### src/core/fcg_regs.svh
`ifndef FCG_REGS_SVH
`define FCG_REGS_SVH
`define FCG_ADDR_CTRL      8'h40
`define FCG_ADDR_DUTY0     8'h30
`define FCG_ADDR_RANGE0    8'h5F
`define FCG_NUM_FANS       3
`define FCG_BIT_START      0
`define FCG_BIT_LOCK       1
`define FCG_BIT_READY      2
`define FCG_BIT_OVRD       3
`define FCG_BIT_THERM      4
`define FCG_BIT_SAFE       5
`define FCG_RES_HI         7
`define FCG_RES_LO         6
`define FCG_CTRL_RESET     8'h00
`define FCG_CTRL_WMASK     8'h3B
`define FCG_DUTY_FULL      8'hFF
`define FCG_RANGE_DEFAULT  8'hC3
`define FCG_RANGE_DEF_LOW  4'h3
`define FCG_READY_CYCLES   16'h0100
`endif

### src/core/fcg_pkg.sv
package fcg_pkg;
  typedef enum logic [2:0] {
    FCG_WAIT_RESET = 3'h1,
    FCG_WAIT_ADC   = 3'h2,
    FCG_UP         = 3'h4
  } fcg_pwr_t;
endpackage

### src/core/fcg_ready_seq.sv
`include "fcg_regs.svh"
module fcg_ready_seq
  import fcg_pkg::*;
#(
  parameter logic [15:0] WAIT_CYCLES = `FCG_READY_CYCLES
) (
  input  wire logic clk,
  input  wire logic rst,
  input  wire logic adc_ok,
  output logic      ready
);
  initial if (WAIT_CYCLES == 16'h0000) $error("WAIT_CYCLES must be nonzero");
  fcg_pwr_t    state, next_state;
  logic [15:0] cnt, next_cnt;
  // Sequence: reset settle count, then wait for converters
  always_comb begin
    next_state = state;
    next_cnt   = cnt;
    case (state)
      FCG_WAIT_RESET: begin
        next_cnt = cnt + 16'h0001;
        if (cnt == WAIT_CYCLES - 16'h0001) next_state = FCG_WAIT_ADC;
      end
      FCG_WAIT_ADC: if (adc_ok) next_state = FCG_UP;
      FCG_UP:       next_state = FCG_UP;
      default:      next_state = FCG_WAIT_RESET;
    endcase
  end
  always_ff @(posedge clk or posedge rst) begin
    if (rst) begin
      state <= FCG_WAIT_RESET;
      cnt   <= 16'h0000;
    end else begin
      state <= next_state;
      cnt   <= next_cnt;
    end
  end
  assign ready = (state == FCG_UP);
endmodule // fcg_ready_seq

### src/core/fcg_fan_out.sv
`include "fcg_regs.svh"
module fcg_fan_out (
  input  wire logic       clk,
  input  wire logic       rst,
  input  wire logic       start,
  input  wire logic       ovrd,
  input  wire logic       safe,
  input  wire logic       manual,
  input  wire logic       disabled,
  input  wire logic       over_abs,
  input  wire logic [7:0] auto_duty,
  input  wire logic [7:0] manual_duty,
  output logic      [7:0] duty
);
  logic [7:0] next_duty;
  // Override first, even over disabled; then start gating
  always_comb begin
    if (ovrd)                          next_duty = `FCG_DUTY_FULL;
    else if (!start)                   next_duty = `FCG_DUTY_FULL;
    else if (disabled)                 next_duty = 8'h00;
    else if (manual && safe && over_abs) next_duty = `FCG_DUTY_FULL;
    else if (manual)                   next_duty = manual_duty;
    else                               next_duty = auto_duty;
  end
  always_ff @(posedge clk or posedge rst) begin
    if (rst) duty <= `FCG_DUTY_FULL;
    else     duty <= next_duty;
  end
endmodule // fcg_fan_out

### src/core/fcg_ctrl.sv
`include "fcg_regs.svh"
module fcg_ctrl
  import fcg_pkg::*;
#(
  parameter int          NUM_FANS    = `FCG_NUM_FANS,
  parameter logic [15:0] READY_WAIT  = `FCG_READY_CYCLES
) (
  input  wire logic                  CORE_CLK,
  input  wire logic                  RST,
  input  wire logic                  WR_EN,
  input  wire logic [7:0]            ADDR,
  input  wire logic [7:0]            WDATA,
  output logic      [7:0]            RDATA,
  input  wire logic                  ADC_OK,
  input  wire logic [NUM_FANS-1:0]   FAN_MANUAL,
  input  wire logic [NUM_FANS-1:0]   FAN_DISABLED,
  input  wire logic                  ZONE_OVER_ABS,
  input  wire logic [NUM_FANS*8-1:0] AUTO_DUTY,
  output logic      [NUM_FANS*8-1:0] DUTY,
  output logic      [NUM_FANS*4-1:0] RANGE_FREQ,
  output logic                       PROC_THERMAL_IF_ENABLE,
  output logic                       READY
);
  initial if (NUM_FANS < 1 || NUM_FANS > 3) $error("NUM_FANS must be 1..3");

  // ADC, zone, manual and disabled pin inputs pass two flops
  logic       adc_s1, adc_s2, zone_s1, zone_s2;
  logic [NUM_FANS-1:0] man_s1, man_s2, dis_s1, dis_s2;
  always_ff @(posedge CORE_CLK or posedge RST) begin
    if (RST) begin
      adc_s1 <= 1'b0; adc_s2 <= 1'b0; zone_s1 <= 1'b0; zone_s2 <= 1'b0;
      man_s1 <= '0; man_s2 <= '0; dis_s1 <= '0; dis_s2 <= '0;
    end else begin
      adc_s1 <= ADC_OK; adc_s2 <= adc_s1;
      zone_s1 <= ZONE_OVER_ABS; zone_s2 <= zone_s1;
      man_s1 <= FAN_MANUAL; man_s2 <= man_s1;
      dis_s1 <= FAN_DISABLED; dis_s2 <= dis_s1;
    end
  end

  // Address match helper, used for each register group
  function automatic logic hit(input logic [7:0] a, input logic [7:0] base,
                               input int idx);
    hit = (a == base + idx[7:0]);
  endfunction

  // Control register state
  logic [7:0] ctrl, next_ctrl;
  logic       ready_i;
  wire        locked = ctrl[`FCG_BIT_LOCK];
  always_comb begin
    next_ctrl = ctrl;
    if (WR_EN && ADDR == `FCG_ADDR_CTRL) begin
      // Start and override always writable
      next_ctrl[`FCG_BIT_START] = WDATA[`FCG_BIT_START];
      next_ctrl[`FCG_BIT_OVRD]  = WDATA[`FCG_BIT_OVRD];
      next_ctrl[`FCG_BIT_SAFE]  = WDATA[`FCG_BIT_SAFE];
      // Lock only sets, never clears
      next_ctrl[`FCG_BIT_LOCK]  = locked | WDATA[`FCG_BIT_LOCK];
      if (!locked)
        next_ctrl[`FCG_BIT_THERM] = WDATA[`FCG_BIT_THERM];
    end
    next_ctrl[`FCG_BIT_READY] = ready_i;
    next_ctrl[`FCG_RES_HI:`FCG_RES_LO] = 2'h0;
  end
  // Only power-on reset clears this register
  always_ff @(posedge CORE_CLK or posedge RST) begin
    if (RST) ctrl <= `FCG_CTRL_RESET;
    else     ctrl <= next_ctrl;
  end

  fcg_ready_seq #(.WAIT_CYCLES(READY_WAIT)) u_ready (
    .clk    (CORE_CLK),
    .rst    (RST),
    .adc_ok (adc_s2),
    .ready  (ready_i)
  );

  // Stored parameters; range writes blocked once locked, manual duty writes gated by manual mode only
  logic [7:0] range_reg [NUM_FANS];
  logic [7:0] next_range [NUM_FANS];
  logic [7:0] man_duty [NUM_FANS];
  logic [7:0] next_man_duty [NUM_FANS];
  logic [7:0] duty_i [NUM_FANS];
  logic [NUM_FANS*4-1:0] next_rf;

  genvar g;
  generate
    for (g = 0; g < NUM_FANS; g++) begin : g_fan
      always_comb begin
        next_range[g] = range_reg[g];
        // Start bit never touches stored contents
        if (WR_EN && !locked && hit(ADDR, `FCG_ADDR_RANGE0, g))
          next_range[g] = WDATA;
        next_man_duty[g] = man_duty[g];
        if (WR_EN && man_s2[g] && hit(ADDR, `FCG_ADDR_DUTY0, g))
          next_man_duty[g] = WDATA;
        // Defaults stay until start; stored value used after
        next_rf[g*4 +: 4] = ctrl[`FCG_BIT_START] ?
                            range_reg[g][3:0] : `FCG_RANGE_DEF_LOW;
      end
      always_ff @(posedge CORE_CLK or posedge RST) begin
        if (RST) begin
          range_reg[g] <= `FCG_RANGE_DEFAULT;
          man_duty[g]  <= `FCG_DUTY_FULL;
        end else begin
          range_reg[g] <= next_range[g];
          man_duty[g]  <= next_man_duty[g];
        end
      end
      fcg_fan_out u_out (
        .clk         (CORE_CLK),
        .rst         (RST),
        .start       (ctrl[`FCG_BIT_START]),
        .ovrd        (ctrl[`FCG_BIT_OVRD]),
        .safe        (ctrl[`FCG_BIT_SAFE]),
        .manual      (man_s2[g]),
        .disabled    (dis_s2[g]),
        .over_abs    (zone_s2),
        .auto_duty   (AUTO_DUTY[g*8 +: 8]),
        .manual_duty (man_duty[g]),
        .duty        (duty_i[g])
      );
      assign DUTY[g*8 +: 8] = duty_i[g];

    end
  endgenerate

  // Registered outputs and read mux
  logic [7:0] next_rdata;
  always_comb begin
    next_rdata = 8'h00;
    if (ADDR == `FCG_ADDR_CTRL) next_rdata = ctrl;
    for (int i = 0; i < NUM_FANS; i++) begin
      if (hit(ADDR, `FCG_ADDR_DUTY0, i))  next_rdata = duty_i[i];
      if (hit(ADDR, `FCG_ADDR_RANGE0, i)) next_rdata = range_reg[i];
    end
  end
  always_ff @(posedge CORE_CLK or posedge RST) begin
    if (RST) begin
      RDATA                  <= 8'h00;
      RANGE_FREQ             <= '0;
      PROC_THERMAL_IF_ENABLE <= 1'b0;
      READY                  <= 1'b0;
    end else begin
      RDATA                  <= next_rdata;
      RANGE_FREQ             <= next_rf;
      PROC_THERMAL_IF_ENABLE <= ctrl[`FCG_BIT_THERM];
      READY                  <= ctrl[`FCG_BIT_READY];
    end
  end
endmodule // fcg_ctrl

### config.mk
export PLATFORM = sky130hd
export DESIGN_NAME = fcg_ctrl
export DESIGN_NICKNAME = d
export VERILOG_FILES = /design/src/core/fcg_pkg.sv /design/src/core/fcg_ready_seq.sv /design/src/core/fcg_fan_out.sv /design/src/core/fcg_ctrl.sv
export VERILOG_INCLUDE_DIRS = /design/src /design/src/core
export SDC_FILE = /design/constraint.sdc
export NUM_CORES = 1
export LEC_CHECK = 0
export BUFFER_PORTS_ARGS = -buffer_cell sky130_fd_sc_hd__buf_2
export CORE_MARGIN = 2
export CORE_UTILIZATION = 56
export DETAILED_ROUTE_END_ITERATION = 6
export GPL_TIMING_DRIVEN = 1
export MAX_ROUTING_LAYER = met4
export PLACE_DENSITY = 0.89
export REMOVE_ABC_BUFFERS = 1
export SLEW_MARGIN = 5
export SYNTH_ARGS = -nofsm -noshare
export SYNTH_HDL_FRONTEND = slang
export SYNTH_SLANG_ARGS = --single-unit
### constraint.sdc
create_clock -name CORE_CLK -period 4.4 [get_ports CORE_CLK]
set_input_delay 0.44 -clock CORE_CLK [delete_from_list [all_inputs] [get_ports CORE_CLK]]
set_output_delay 0.44 -clock CORE_CLK [all_outputs]
set_load 0.01 [all_outputs]
# Word-level counts from Yosys, hierarchy flattened
# Index checks and enable logic that the tools add are counted.
[totals]
register_bits = 135
word_cells = 90
[op_classes]
n_mux = 28
add_sub_neg = 1
bitwise_logic = 2
n_reduce_logical = 20
eq_ne = 13
[op_table]
columns = ["op", "count"]
rows = [
  ["$mux 8", 21],
  ["$eq 8x7->1 const B", 4],
  ["$eq 8x6->1 const B", 3],
  ["$logic_and 1x1->1", 17],
  ["$add 16x1->16 const B", 1],
  ["$eq 16x8->1 const B", 1],
  ["$mux 4", 3],
  ["$pmux 3 s3", 1],
  ["$mux 3", 2],
  ["$mux 6", 1],
  ["$reduce_and 2->1", 2],
  ["$eq 3x1->1 const B", 1],
  ["$eq 3x2->1 const B", 1],
  ["$eq 3x3->1 const B", 1],
  ["$ne 2x1->1 const B", 1],
  ["$ne 2x2->1 const B", 1],
  ["$logic_not 1->1", 1],
  ["$not 1->1", 1],
  ["$or 1x1->1", 1],
]

# Depth between registers and ports, before layout
[depth]
ltp_word = 8
mapped_depth = 7
ltp_nobuf = 5

# Hierarchy
# Synthesis repeated with hierarchy kept, for this count alone.
[unflattened]
cells_unflattened = 433
hier_area_um2 = 5849.4
[by_module_without_submodules]
columns = ["module", "cells_per_inst", "seq_area_each_um2", "n_inst", "area_each_um2"]
rows = [
  ["fcg_ctrl", 261, 2347.3, 1, 3711.1],
  ["fcg_fan_out", 30, 210.2, 3, 405.4],
  ["fcg_ready_seq", 82, 476.7, 1, 922.1],
]

# Least setup slack after synthesis
# No wires, ideal clock.
[synth_path]
path_kind = "input -> register"
from = "input port ADDR[0]"
to = "register man_duty[16] (netlist name)"
setup_ns = 0.085
cell_stages = 7
slack_ns = 2.498
arrival_time_ns = 1.818
required_time_ns = 4.315
cell_sequence = "buf_2 -> nor4_4 -> and2_1 -> buf_2 -> and3_1 -> buf_4 -> mux2_1"
[synth_between]
elab_chain_cells = 2
[synth_rtl]
columns = ["item", "line", "source"]
rows = [
  ["start, declared", "fcg_ctrl.sv:11", "input wire logic [7:0] ADDR,"],
  ["$eq 8x6->1", "fcg_ctrl.sv:44", "hit = (a == base + idx[7:0]);"],
  ["$logic_and 1x1->1", "fcg_ctrl.sv:96", "if (WR_EN && man_s2[g] && hit(ADDR, `FCG_ADDR_DUTY0, g))"],
  ["end signal, assigned by index", "fcg_ctrl.sv:105", "man_duty[g] <= `FCG_DUTY_FULL;"],
  ["end signal, assigned by index", "fcg_ctrl.sv:108", "man_duty[g] <= next_man_duty[g];"],
  ["end, declared", "fcg_ctrl.sv:82", "logic [7:0] man_duty [NUM_FANS];"],
]
# No other way between the ends.
# A chain may end at the register's enable or synchronous reset.

# Worst setup path after layout
[layout_path]
from = "input port ADDR[0]"
to = "register man_duty[12] (netlist name)"
# Same word-level chain as after synthesis.

==> results by stage <==
Place:
- The number of buffers added on ports is 96.
- The global placement routability congestion is 0.9514.
- Detailed placement ended at an HPWL of roughly 9.5 mm.
- The worst setup slack before clock tree synthesis is 1721 ps.

Drt:
- Once detail routing completed, the nets flagged for antenna violations numbered 0.
- The detailed router finished its first iteration with between 400 and 500 violations.
- The detailed-routing iteration count for the pre-antenna-repair pass is 5.
- The routed wire length is 14.08 mm.
- Summing over every cut layer, the via total after detailed routing is 4,278.
- Dividing the detail-routed wire length by the instance count gives 20.14 µm.
- The number of vias per cell after detailed routing is 6.120.
- The remaining design rule violation count is 0.

Power and ir drop:
- Dividing total power by cell area gives a power density of around 430 nW/µm².
- The worst voltage drop across the vdd grid is 234.1 µV.
- For this design the static power due to leakage is between 3 and 4 nW.
- The total power is 0.002911 W.

Global routing:
- The met3 global-route usage is 7.895%.
- The first global-routing pass estimated 22.31 mm of wire.
- The initial antenna violation count is 0.
- The met2 usage is 43.84%.
- Summed over all layers, the global routing overflow is 0.
- The global routing stage identified its most utilized layer as met2.
- Global routing used 27.76% of the available tracks.
- Entering global routing, the biggest net connects 49 pins.
- The number of global-route vias before repair came to 4,359.
- For met1 alone, demand over resource in global routing was approximately a third.

Critical path:
- Of all nets on the critical path, the largest fanout is 11.
- The cell at the slowest stage of the critical path is sky130_fd_sc_hd__nor4b_2.
- The cell family contributing the most delay on the critical path is simple AND/OR/NAND/NOR gates.
- The critical path is of the in2reg type.
- In this run the critical register-to-register path is launched from u_ready.state[0].
- The worst setup path is captured at a flip-flop.
- Measured in cells, the most critical reg-to-reg path has a length of 5.
- For this run, the slowest stage of the critical path takes about 820 ps.
- The critical path starts at ADDR[0].
- The number of buffers and inverters on the critical path is 1.
- The end of the worst register-to-register path is u_ready.cnt[10].
- Across all register-to-register paths, the minimum setup slack is 2280 ps.
- Walking the worst path, the cells encountered are buf_2, nor4b_2, nand2_1, nor2_2, mux2_2.
- The arrival time at the worst endpoint is between 2000 and 3000 ps.
- The startpoint type of the worst setup path is an input port.
- For the worst setup path, the data required time is just under 5000 ps.

STA:
- The smallest setup slack after layout is 2126 ps.
- Counting I/O delays and the setup requirement, the final critical path takes 2274 ps.
- The share of the clock period used by the worst path is 51.68%.
- The count of final hold-check violations is 0.
- The slew at the pin closest to its max-slew limit is 967.5 ps.
- Across the routed clock network, the largest skew measured is 9.121 ps.
- Setup repair after global routing left no endpoint under its margin.
- The count of final max-slew check failures was 0.
- Summed over all failing endpoints, the final setup total negative slack is 0 ps.
- Derived from the worst setup path, the maximum achievable clock frequency is about 440 MHz.
- The worst max-slew margin expressed relative to the limit is 35.33%.
- Setup violations remaining at the end of the flow were counted as 0.

Synth:
- The biggest area consumer among synthesized cells is sky130_fd_sc_hd__dfrtp_1.
- For this run, the number of Yosys warnings is 0.
- The fraction of registers with async set/reset is 100.0%.
- The portion of the post-synthesis area used by sequential elements is 61.63%.
- Counting flops with a built-in enable in the synthesized netlist gives 0.
- The count of different cell masters after synthesis is 49.
- The most instantiated flip-flop cell in the synthesis netlist is sky130_fd_sc_hd__dfrtp_1.
- Ranked by total cell area, the synthesized netlist is headed by sky130_fd_sc_hd__dfrtp_1 (33%), sky130_fd_sc_hd__dfstp_2 (29%), sky130_fd_sc_hd__mux2_2 (9.0%).
- The cell count after synthesis came out at 454.
- The mean instance size in the synthesized netlist is 12.35 µm².
- The post-synthesis cell area is 5605 µm².
- The number of storage elements in the synthesis netlist is 135.
- Summed over its instances, the top area cell type makes up 33.04% of the synthesized netlist area.

Run status:
- The flow ran to the end, and the final reports show no timing, DRC or antenna violations.

Cells and area:
- The number of inserted filler cells in the final layout is between 600 and 700.
- The final antenna diode count is 0.
- The final layout contains 605 nets.
- Leaving out fill and tap cells, the most frequent cells in the layout are sky130_fd_sc_hd__buf_2 (96), sky130_fd_sc_hd__dfrtp_1 (74), sky130_fd_sc_hd__dfstp_2 (61).
- Cells with a size suffix above 1 make up 43.29% of the layout.
- The utilization after layout is a little over two thirds.
- Relative to the synthesized area, the layout overhead comes to 21.47%.
- The leading cell type in the layout, fill and taps excluded is sky130_fd_sc_hd__buf_2.

CTS:
- The clock transition time at the flip-flop clock pins of the worst setup and hold paths is 60 ps.
- The maximum clock path buffer count is 2.
- The number of hold buffers added after CTS is 2.
- The number of buffers created by CTS is 17.
- The clock reaches the later pin of the worst-skew pair after roughly 530 ps.
- CTS built an H-tree with a depth of 4.
- The buffer cell driving the clock tree root is sky130_fd_sc_hd__clkbuf_8.
- The number of gates resized after CTS is 0.
- The setup fix buffers added after clock tree synthesis is 0.
- For this design, the sink count on the clock tree is 135.
- TritonCTS built the clock tree.

Run:
- The max-cap violation count is 0.

Floorplanning:
- Once the floorplan was initialized, standard cells occupied 57.61% of the core.
- The number of rows in the core area is 36.
- The die is approximately 100 µm wide.
- The vertical die dimension is 104.0 µm.
- The area enclosed by the die boundary is 10,830 µm².
- The placeable core region is 9729 µm².
- In this run the count of I/O pins placed on the die edge is 97.

Hold path:
- The worst hold path terminates at dis_s1[1].
- Counting instances, the worst hold path has a depth of 1.
- The hold path startpoint is FAN_DISABLED[1].
- The type of the tightest min-delay check is in2reg.
logic make-up after synthesis:
group	after synthesis	share of synthesized area [%]
buffers and inverters	22	1.630
AO/OA/AOI/OAI	87	10.11
flip-flops	135	61.63
multiplexers	53	10.65
XOR/XNOR	15	2.344
adder cells (fa/ha/maj)	1	0.2232
AND/OR/NAND/NOR	141	13.41
how the worst max path moves through the flow:
stage / to / slack, ps / cells past startpoint
detailed placement: man_duty[12] / 1720 / 5
global placement: man_duty[11] / 1770 / 5
global route: man_duty[12] / 1980 / 5
floorplan: PROC_THERMAL_IF_ENABLE / 450 / 1
finish: man_duty[12] / 2130 / 5
CTS: man_duty[12] / 2200 / 5
final cells by class:
type / instances / area (µm²) / share of cell area, %
repair buffers: 101 / 523.0 / 7.681
flip-flops and latches: 135 / 3455 / 50.73
inverters: 1 / 6.256 / 0.09188
well taps: 133 / 166.4 / 2.444
clock inverters: 14 / 171.4 / 2.517
clock buffers: 18 / 427.9 / 6.284
multi-input cells: 297 / 2059 / 30.25
per-layer routing:
metal	up-vias	part of all wire (%)
li1	1830	-
met1	2107	37
met2	286	49
met3	55	8.6
met4	0	4.8
met5	-	0
cell usage after synthesis, drive strengths merged, types with 7 or more instances:
library cell and count:
nand2 18, and2 7, nand2b 8, nand3 11
nor2 58, o31ai 25, and3 7, o22ai 8
dfstp 61, clkbuf 13, xnor2 12, buf 8
a21oi 28, o21ai 7, mux2 53, dfrtp 74
power breakdown:
group / internal (W) / switching [W]
registers: 0.00130 / 0.0000320
clock network: 0.000881 / 0.000538
logic: 0.0000602 / 0.000102
total: 0.00224 / 0.000672
worst register-to-register path: stages, from the launching register on:
cell,delay (ps)
sky130_fd_sc_hd__dfstp_2,560
sky130_fd_sc_hd__nor3b_2,410
sky130_fd_sc_hd__nand4_1,280
sky130_fd_sc_hd__nor2_1,450
sky130_fd_sc_hd__nand3_1,150
sky130_fd_sc_hd__xnor2_1,150
per-stage QoR:
stage          instance area [µm²]  std cells  hold WS (ps)
2_1_floorplan                 5518        433         331.2
3_3_place_gp                  6190        665         331.6
3_5_place_dp                  6190        665         336.2
4_1_cts                       6809        699        0.7218
5_1_grt                       6809        699         5.194
6_report                      6809        699         12.97
Power figures use the tool's default switching activity.
